<file path="config.mk">
export PLATFORM = sky130hd
export DESIGN_NAME = pss_sequencer
export DESIGN_NICKNAME = d
export VERILOG_FILES = /design/src/hdl/pss_pkg.sv /design/src/hdl/pss_sequencer.sv
export SDC_FILE = /design/constraint.sdc
export NUM_CORES = 1
export LEC_CHECK = 0
export BUFFER_PORTS_ARGS = -buffer_cell sky130_fd_sc_hd__buf_2
export CAP_MARGIN = 5
export CORE_UTILIZATION = 54
export CTS_CLUSTER_SIZE = 25
export DETAILED_ROUTE_END_ITERATION = 8
export PLACE_DENSITY_LB_ADDON = 0.05
export SYNTH_ARGS = -nofsm -noshare
export SYNTH_HDL_FRONTEND = slang
export SYNTH_SLANG_ARGS = --single-unit
</file>
<file path="constraint.sdc">
create_clock -name clk_i -period 3.3 [get_ports clk_i]
set_input_delay 0.495 -clock clk_i [delete_from_list [all_inputs] [get_ports clk_i]]
set_output_delay 0.495 -clock clk_i [all_outputs]
set_load 0.03 [all_outputs]
</file>
<file path="src/hdl/pss_pkg.sv">
package pss_pkg;

  // ***************************************************************
  // Timing
  // ***************************************************************
  localparam int CLK_HZ       = 125_000_000;
  localparam int OSC_HZ       = 2_100_000;
  localparam logic [5:0] OSC_DIV = 6'(CLK_HZ / OSC_HZ);
  localparam int RELEASE_MS   = 12;
  localparam logic [14:0] RELEASE_TICKS = 15'((RELEASE_MS * OSC_HZ + 999) / 1000);
  localparam int ERR_US       = 100;
  localparam logic [14:0] ERR_TICKS = 15'((ERR_US * OSC_HZ + 999_999) / 1_000_000);
  localparam logic [14:0] WD_TICKS   = 15'd2100;
  localparam logic [14:0] STEP_TICKS = 15'd21;
  localparam logic [14:0] DIAG_TICKS = 15'd21;

  // ***************************************************************
  // Register map
  // ***************************************************************
  localparam logic [5:0] ADDR_IDENT  = 6'h00;
  localparam logic [5:0] ADDR_PIN_LEVEL_MONITOR = 6'h02;
  localparam logic [5:0] ADDR_CONFIG = 6'h10;
  localparam logic [5:0] ADDR_KEY    = 6'h11;
  localparam int CFG_ERR_RST  = 4;
  localparam int CFG_WD_SRC   = 3;
  localparam int CFG_LOW_RAIL = 2;
  localparam int CFG_WD_ADV   = 1;
  localparam int CFG_EARLY    = 0;
  localparam logic [4:0] CFG_RESET = 5'h00;
  localparam int PM_WD_DIS    = 2;
  localparam int PM_ERR2      = 1;
  localparam int PM_ERR1      = 0;
  localparam logic [7:0] LFSR_SEED = 8'h01;
  // Arbitrary neutral identification value
  localparam logic [7:0] IDENT_CODE = 8'h5A;

  // ***************************************************************
  // Types
  // ***************************************************************
  typedef enum logic [3:0] {
    PSS_PDOWN, PSS_STBY, PSS_DIAG, PSS_PU, PSS_NORM,
    PSS_RST1, PSS_PD1, PSS_RST2, PSS_PD2, PSS_COOL
  } pss_state_type;

  typedef struct packed {
    logic       en_a;
    logic       en_b;
    logic       sre;
    logic       supply_ok;
    logic       over_temp;
    logic       below_rel;
    logic       rails_up;
    logic       main_low;
    logic       core_low;
    logic       io_low;
    logic       vin_full;
    logic       vin_part;
    logic       wd_dis;
    logic       wd_clr;
    logic [1:0] err;
  } pss_sense_type;

  typedef struct packed {
    logic       wr;
    logic [5:0] addr;
    logic [7:0] wdata;
  } pss_req_type;

endpackage

</file>
<file path="src/hdl/pss_sequencer.sv">
`timescale 1ns/1ps
module pss_sequencer #(
  parameter logic [14:0] RELEASE_TICKS = pss_pkg::RELEASE_TICKS,
  parameter logic [14:0] ERR_TICKS     = pss_pkg::ERR_TICKS,
  parameter logic [14:0] WD_TICKS      = pss_pkg::WD_TICKS,
  parameter logic [14:0] STEP_TICKS    = pss_pkg::STEP_TICKS,
  parameter logic [14:0] DIAG_TICKS    = pss_pkg::DIAG_TICKS
) (
  input  wire logic                   clk_i,
  input  wire logic                   rst_n_i,
  input  wire pss_pkg::pss_sense_type sense_i,
  input  wire logic                   req_valid_i,
  input  wire pss_pkg::pss_req_type   req_i,
  input  wire logic                   wd_serial_clear_i,
  output logic [7:0]                  rdata_o,
  output logic                        rdata_valid_o,
  output logic                        reset_out_n_o,
  output logic                        reset_out_n_oe_o,
  output logic                        interrupt_out_o,
  output logic                        standby_reg_on_o,
  output logic [3:0]                  rails_on_o,
  output logic                        pre_switcher_on_o,
  output logic                        wd_running_o,
  output logic                        wd_advanced_o,
  output pss_pkg::pss_state_type      state_o
);

  // ***************************************************************
  // Pin synchronisers
  // ***************************************************************
  // A change counts once stages two and three agree
  logic [15:0] s1_r, s2_r, s3_r, flt_r;
  wire  [15:0] flt_nxt = (s2_r & s3_r) | (flt_r & (s2_r | s3_r));
  pss_pkg::pss_sense_type pin;
  assign pin = flt_r;

  always_ff @(posedge clk_i or negedge rst_n_i) begin
    if (!rst_n_i) begin
      s1_r  <= 16'h0000;
      s2_r  <= 16'h0000;
      s3_r  <= 16'h0000;
      flt_r <= 16'h0000;
    end else begin
      s1_r  <= sense_i;
      s2_r  <= s1_r;
      s3_r  <= s2_r;
      flt_r <= flt_nxt;
    end
  end

  // ***************************************************************
  // Oscillator tick
  // ***************************************************************
  logic [5:0] div_r;
  wire        osc_tick = (div_r == pss_pkg::OSC_DIV - 6'h01);
  wire  [5:0] div_nxt  = osc_tick ? 6'h00 : div_r + 6'h01;

  always_ff @(posedge clk_i or negedge rst_n_i) begin
    if (!rst_n_i) div_r <= 6'h00;
    else div_r <= div_nxt;
  end

  // ***************************************************************
  // Conditions
  // ***************************************************************
  pss_pkg::pss_state_type state_r, state_nxt;
  logic [14:0] tmr_r, stp_r, wd_cnt_r, err_cnt_r;
  logic [4:0]  cfg_r;
  logic [3:0]  rails_r;
  logic        wd_run_r, err_smp_r, clr_prev_r, int_r;

  wire en_any   = pin.en_a | pin.en_b;
  wire lv_en    = pin.vin_part;
  wire shutdown = !en_any | (pin.main_low & lv_en);
  wire in_pd    = (state_r == pss_pkg::PSS_PD1) | (state_r == pss_pkg::PSS_PD2);
  wire stp_tick = osc_tick & (stp_r == STEP_TICKS - 15'h0001);

  // Watchdog, error and rail faults
  wire wd_act   = (state_r == pss_pkg::PSS_NORM) & wd_run_r;
  wire pin_clr  = pin.wd_clr & !clr_prev_r;
  wire clr_evt  = cfg_r[pss_pkg::CFG_WD_SRC] ? wd_serial_clear_i : pin_clr;
  wire wd_exp   = wd_act & (wd_cnt_r == WD_TICKS);
  wire early    = wd_act & clr_evt & cfg_r[pss_pkg::CFG_EARLY]
                  & (wd_cnt_r < (WD_TICKS >> 1));
  wire err_rst  = cfg_r[pss_pkg::CFG_ERR_RST] & err_smp_r;
  wire rail_rst = cfg_r[pss_pkg::CFG_LOW_RAIL] & lv_en
                  & (pin.core_low | pin.io_low);
  wire fault    = wd_exp | early | err_rst | rail_rst;

  // ***************************************************************
  // State walk
  // ***************************************************************
  always_comb begin
    state_nxt = state_r;
    case (state_r)
      pss_pkg::PSS_PDOWN: begin
        if (en_any && (!pin.sre || pin.supply_ok)) state_nxt = pss_pkg::PSS_DIAG;
        else if (!en_any && pin.sre) state_nxt = pss_pkg::PSS_STBY;
      end
      pss_pkg::PSS_STBY: begin
        if (en_any && !pin.supply_ok) state_nxt = pss_pkg::PSS_PDOWN;
        else if (en_any) state_nxt = pss_pkg::PSS_DIAG;
        else if (!pin.sre) state_nxt = pss_pkg::PSS_PDOWN;
      end
      pss_pkg::PSS_DIAG: begin
        if (pin.over_temp) state_nxt = pss_pkg::PSS_RST2;
        else if (tmr_r >= DIAG_TICKS) state_nxt = pss_pkg::PSS_PU;
      end
      pss_pkg::PSS_PU: begin
        if (pin.over_temp) state_nxt = pss_pkg::PSS_RST2;
        else if (shutdown) state_nxt = pss_pkg::PSS_RST1;
        // Strictly past the count, so a partial first tick never shortens the delay
        else if (pin.rails_up && tmr_r > RELEASE_TICKS) state_nxt = pss_pkg::PSS_NORM;
      end
      pss_pkg::PSS_NORM: begin
        if (pin.over_temp) state_nxt = pss_pkg::PSS_RST2;
        else if (shutdown) state_nxt = pss_pkg::PSS_RST1;
        else if (fault) state_nxt = pss_pkg::PSS_PU;
      end
      pss_pkg::PSS_RST1: state_nxt = pss_pkg::PSS_PD1;
      pss_pkg::PSS_PD1: begin
        if (rails_r == 4'h0 && pin.over_temp) state_nxt = pss_pkg::PSS_COOL;
        else if (rails_r == 4'h0 && pin.below_rel) state_nxt = pss_pkg::PSS_STBY;
      end
      pss_pkg::PSS_RST2: state_nxt = pss_pkg::PSS_PD2;
      pss_pkg::PSS_PD2: begin
        if (rails_r == 4'h0) state_nxt = pss_pkg::PSS_COOL;
      end
      pss_pkg::PSS_COOL: begin
        if (pin.below_rel) state_nxt = pss_pkg::PSS_STBY;
      end
      default: state_nxt = pss_pkg::PSS_PDOWN;
    endcase
  end

  // Timer restarts on each state change and, in power-up, while a rail is still down
  wire restart = (state_nxt != state_r) | ((state_r == pss_pkg::PSS_PU) & !pin.rails_up);
  wire [14:0] tmr_nxt = restart ? 15'h0000 :
                        (osc_tick && tmr_r != 15'h7FFF) ? tmr_r + 15'h0001 : tmr_r;
  wire stepping = (state_r == pss_pkg::PSS_PU) | in_pd;
  wire [14:0] stp_nxt = (!stepping || stp_tick) ? 15'h0000 :
                        osc_tick ? stp_r + 15'h0001 : stp_r;

  // Rails on in order, off in the reverse order
  logic [3:0] rails_nxt;
  always_comb begin
    rails_nxt = rails_r;
    if (state_r == pss_pkg::PSS_PU && stp_tick) rails_nxt = {rails_r[2:0], 1'b1};
    else if (in_pd && stp_tick) rails_nxt = rails_r >> 1;
    else if (!stepping && state_r != pss_pkg::PSS_NORM && state_r != pss_pkg::PSS_RST1
             && state_r != pss_pkg::PSS_RST2) rails_nxt = 4'h0;
  end

  // Reset held low everywhere but normal operation
  wire rst_nxt = (state_nxt != pss_pkg::PSS_NORM);
  wire sby_nxt = (state_nxt != pss_pkg::PSS_PDOWN);
  wire int_nxt = (state_r == pss_pkg::PSS_PU && pin.rails_up) ? 1'b1 :
                 (state_r == pss_pkg::PSS_STBY || state_r == pss_pkg::PSS_PDOWN) ? 1'b0 : int_r;

  always_ff @(posedge clk_i or negedge rst_n_i) begin
    if (!rst_n_i) begin
      state_r <= pss_pkg::PSS_PDOWN;
      tmr_r   <= 15'h0000;
      stp_r   <= 15'h0000;
      rails_r <= 4'h0;
      int_r   <= 1'b0;
    end else begin
      state_r <= state_nxt;
      tmr_r   <= tmr_nxt;
      stp_r   <= stp_nxt;
      rails_r <= rails_nxt;
      int_r   <= int_nxt;
    end
  end

  // ***************************************************************
  // Watchdog and error monitor
  // ***************************************************************
  wire stby     = (state_r == pss_pkg::PSS_STBY);
  wire run_nxt  = (state_r == pss_pkg::PSS_PU) ? !pin.wd_dis : (stby ? 1'b0 : wd_run_r);
  wire [14:0] wd_nxt = (!wd_act || clr_evt) ? 15'h0000 :
                       osc_tick ? wd_cnt_r + 15'h0001 : wd_cnt_r;
  // Sampling starts only once reset has been released
  wire in_norm  = (state_r == pss_pkg::PSS_NORM);
  wire err_hit  = osc_tick & (err_cnt_r == ERR_TICKS - 15'h0001);
  wire [14:0] ecnt_nxt = (!in_norm || err_hit) ? 15'h0000 :
                         osc_tick ? err_cnt_r + 15'h0001 : err_cnt_r;
  wire esmp_nxt = !in_norm ? 1'b0 : (err_hit ? |pin.err : err_smp_r);

  always_ff @(posedge clk_i or negedge rst_n_i) begin
    if (!rst_n_i) begin
      wd_run_r   <= 1'b0;
      wd_cnt_r   <= 15'h0000;
      err_cnt_r  <= 15'h0000;
      err_smp_r  <= 1'b0;
      clr_prev_r <= 1'b0;
    end else begin
      wd_run_r   <= run_nxt;
      wd_cnt_r   <= wd_nxt;
      err_cnt_r  <= ecnt_nxt;
      err_smp_r  <= esmp_nxt;
      clr_prev_r <= pin.wd_clr;
    end
  end

  // ***************************************************************
  // Registers
  // ***************************************************************
  logic [7:0] lfsr_r, key_r, rdata_r;
  logic       unlock_r, rvalid_r;
  wire rd      = req_valid_i & !req_i.wr;
  wire wr      = req_valid_i & req_i.wr;
  wire key_rd  = rd & (req_i.addr == pss_pkg::ADDR_KEY);
  wire key_ok  = wr & (req_i.addr == pss_pkg::ADDR_KEY) & (req_i.wdata == key_r);
  wire cfg_wr  = wr & (req_i.addr == pss_pkg::ADDR_CONFIG);
  wire [7:0] lfsr_nxt = {lfsr_r[6:0], lfsr_r[7] ^ lfsr_r[5] ^ lfsr_r[4] ^ lfsr_r[3]};
  wire [7:0] pin_level_monitor   = {5'h00, pin.wd_dis, pin.err[1], pin.err[0]};
  logic [7:0] rmux;
  always_comb begin
    if (req_i.addr == pss_pkg::ADDR_IDENT) rmux = pss_pkg::IDENT_CODE;
    else if (req_i.addr == pss_pkg::ADDR_PIN_LEVEL_MONITOR) rmux = pin_level_monitor;
    else if (req_i.addr == pss_pkg::ADDR_CONFIG) rmux = {3'h0, cfg_r};
    else if (req_i.addr == pss_pkg::ADDR_KEY) rmux = lfsr_r;
    else rmux = 8'h00;
  end
  // Only power down clears the configuration, never the reset output
  wire [4:0] cfg_nxt = (state_r == pss_pkg::PSS_PDOWN) ? pss_pkg::CFG_RESET :
                       (cfg_wr && unlock_r) ? req_i.wdata[4:0] : cfg_r;
  wire unl_nxt = key_ok ? 1'b1 : ((cfg_wr || stby) ? 1'b0 : unlock_r);

  always_ff @(posedge clk_i or negedge rst_n_i) begin
    if (!rst_n_i) begin
      lfsr_r   <= pss_pkg::LFSR_SEED;
      key_r    <= 8'h00;
      cfg_r    <= pss_pkg::CFG_RESET;
      unlock_r <= 1'b0;
      rdata_r  <= 8'h00;
      rvalid_r <= 1'b0;
    end else begin
      lfsr_r   <= lfsr_nxt;
      key_r    <= key_rd ? lfsr_r : key_r;
      cfg_r    <= cfg_nxt;
      unlock_r <= unl_nxt;
      rdata_r  <= rd ? rmux : rdata_r;
      rvalid_r <= rd;
    end
  end

  // ***************************************************************
  // Outputs
  // ***************************************************************
  logic rst_oe_r, sby_r, pre_r, wdrun_r, adv_r;
  always_ff @(posedge clk_i or negedge rst_n_i) begin
    if (!rst_n_i) begin
      rst_oe_r <= 1'b1;
      sby_r    <= 1'b0;
      pre_r    <= 1'b0;
      wdrun_r  <= 1'b0;
      adv_r    <= 1'b0;
    end else begin
      rst_oe_r <= rst_nxt;
      sby_r    <= sby_nxt;
      pre_r    <= rails_nxt[0] & pin.vin_full;
      wdrun_r  <= wd_act;
      adv_r    <= cfg_r[pss_pkg::CFG_WD_ADV] & cfg_r[pss_pkg::CFG_WD_SRC];
    end
  end

  // Open drain: the pin is only ever pulled low
  assign reset_out_n_o     = 1'b0;
  assign reset_out_n_oe_o  = rst_oe_r;
  assign interrupt_out_o   = int_r;
  assign standby_reg_on_o  = sby_r;
  assign rails_on_o        = rails_r;
  assign pre_switcher_on_o = pre_r;
  assign wd_running_o      = wdrun_r;
  assign wd_advanced_o     = adv_r;
  assign rdata_o           = rdata_r;
  assign rdata_valid_o     = rvalid_r;
  assign state_o           = state_r;
endmodule

</file>
==> metrics.cfg <==
[outcome]
status=finished clean

[logic_synthesis]
synth.avg_cell_area_um2=11.1
ys_ff_latch=178
syn_area_mm2=0.00792
yosys.cell_types.count=75
synth-main-ff-cell=dfrtp_1
synth_most_common_cell=dfrtp_1
synthSimpleGateAreaFrac=0.186
synth_compound_area_frac=0.0876
postSynth.asyncResetShare=1.00
synthAdderAreaFrac=0.0376
synth_xor_area_frac=0.0786
synth.yosys.seq_area_share=0.563
synth_top_family_by_area=simple AND/OR/NAND/NOR gates
synth_edf_count=0
postSynthCellCount=713
synth_mux_area_frac=0.0218
syn_nets=759
yosys.area.top_type=dfrtp_1
yosys_warnings=0
synthTopCellsByArea=dfrtp_1 (56%), xor2_1 (5.0%), nor2_1 (4.0%)
synth_top_area_frac=0.556
synthTopCellsByCount=dfrtp_1 (176), nor2_1 (85), nand2_1 (54), xor2_1 (45), nand3_1 (36)

[final_layout]
antenna_cells=0
drive_above_1_share=0.169
final_nets=825
syn_to_final_growth_pct=14.0

[timing]
fin_crit_sh=0.910
slew_viol_final=0
final-hold-violation-count=0
totalNegativeSetupSlack_ns=0
setup_slack_ns=0.298
slew_headroom=0.458
hold_ws_ns=0.159
period_minus_slack_ns=3.00
setup_violations=0
grt_setup_unrepaired=false
fmax_mhz=333
worstMarginPinSlew_ns=0.806
clock-skew-final_ns=0.00697

[drt]
drc=0
drt_iter0_drc=317
ant_nets=0
dr.pass1.iters=5
dr_total_vias=5606
viasPerCell=5.77
totalWireLength_um=16400
wl_per_cell_um=16.9

[worst_setup_path]
critPathArrivalTime_ns=3.30
slowest_delay_ns=0.84
cp_slowest_cell=dfrtp_1
start_kind=register
cp_cell_sequence=nor4b_2 > o21ai_0 > and3_1 > nand4_2 > or4_1 > a2111oi_1
critPathKind=register to register
crit_fanout=26
endpoint_kind=register
critPathRequiredTime_ns=3.60

[global_route]
grt_overflow=0
grt_pass1_vias=5430
grt_max_degree=75
track_usage=0.237
grt_pass1_wl_um=27100
antenna_found_initial=0

[placement]
gp_congestion=0.874
dp_hpwl_um=11300
numPortBuffers=57
place_ws_ns=0.360

[clocking]
htree_levels=4
clock_tree.root_cell=clkbuf_16
post_cts_buffers=0
clockBufferDepth=2
clock_latency_ns=0.44
numCtsBuffers=17
path_clk_slew_ns=0.07
cts_sinks=178
cts_tree=built

[min_path]
worstHoldPathType=primary input to register

[die]
dieArea_mm2=0.0151
start_util=0.562
core_area_mm2=0.0141
die_w_um=123
die_y_um=123
num_rows=43
num_io_pins=59

[power]
cellPowerDensity_mw_per_mm2=620
p_leak_uw=0.00395
ir_drop_v=0.000569

[job]
cap_violations=0

-- sequential cells by signal, summed over array words and instances (netlist names), 4 cells and up --
| register | count |
|---|---|
| stp_r | 15 |
| rails_on_o | 4 |
| div_r | 6 |
| lfsr_r | 8 |
| wd_cnt_r | 15 |
| cfg_r | 5 |
| s1_r | 16 |
| state_o | 4 |
| err_cnt_r | 15 |
| flt_r | 16 |
| rdata_o | 8 |
| s3_r | 16 |
| tmr_r | 15 |
| s2_r | 16 |
| key_r | 8 |
-- kinds of logic (layout without fill, tap and decap cells) --
group | count (synthesis) | after routing
compound gates | 86 | 86
other cells | 1 | 1
flops | 178 | 178
xor+xnor | 71 | 71
fa+ha+maj | 27 | 27
buf+inv | 46 | 125
simple gates | 288 | 288
mux | 16 | 16
-- through the flow --
stage / instances / util / instance area [µm²] / power (µW)
floorplan: 713 / - / 7920 / 3270
global placement: 939 / 0.599 / 8440 / 3620
detailed placement: 939 / 0.599 / 8440 / 3660
CTS: 972 / 0.640 / 9030 / 5640
global route: 972 / 0.640 / 9030 / 5840
finish: 972 / 0.640 / 9030 / 5590
-- metal layers --
layer  routed length (µm)  global-route usage  share of wire  up-vias
met5                    0                   0              0        -
met4                  294              0.0889          0.018        0
met3                  841              0.0701          0.051       29
met2                 7700               0.355           0.47      133
met1                 7560               0.328           0.46     2766
li1                     -                   -              -     2678
-- critical path: cells and delay by family (launching register included) --
kind | cells | cell delay [ns]
compound gates | 2 | 0.72
simple gates | 4 | 1.29
flops | 1 | 0.84
-- final cells by class --
cell class | count | area (µm²)
clock inverter | 14 | 148
clock buffer | 18 | 429
multi-input combinational | 489 | 3270
sequential | 178 | 4460
timing repair buffer | 72 | 419
inverter | 21 | 78.8
tap | 180 | 225
fill | 1095 | 5070
-- report_power, final --
part	total, µW	internal, µW	switching, µW
clock network	1950	1060	892
registers	2420	2280	142
logic	1220	374	846
-- path summary, 6_finish.rpt --
| path | from | end | slack, ns | cells after the start |
|---|---|---|---|---|
| worst max register to register | state_o[1] | tmr_r[8] | 0.30 | 6 |
| worst max-delay path | state_o[1] | tmr_r[8] | 0.30 | 6 |
| worst min register to register | s1_r[13] | s2_r[13] | 0.35 | 0 |
| min in group asynchronous | rst_n_i | s3_r[5] | 0.56 | 2 |
| max in group asynchronous | rst_n_i | cfg_r[1] | 1.92 | 3 |
| worst min-delay path | sense_i[6] | s1_r[6] | 0.16 | 1 |
-- repair_timing --
action / 4_1_cts / 5_1_grt
resized for setup: 0 / 0
endpoints found under the hold margin: 19 / 0
hold buffers: 1 / 0
-- placed cells by master, fill, tap and decap left out, types with 7 or more instances in the layout --
cell type / n
nand4_1: 20
nor4_1: 16
o21ai_0: 11
xnor2_1: 26
xor2_1: 45
nand2b_1: 8
a211oi_1: 9
buf_2: 56
mux2_2: 9
and3_1: 12
inv_1: 19
buf_4: 13
nand3_1: 36
nand2_1: 54
ha_1: 11
a21oi_1: 11
nor3_1: 12
maj3_1: 16
nor2_1: 85
clkbuf_16: 17
dfrtp_1: 176
o211ai_1: 7
(Power assumes the default switching activity.)
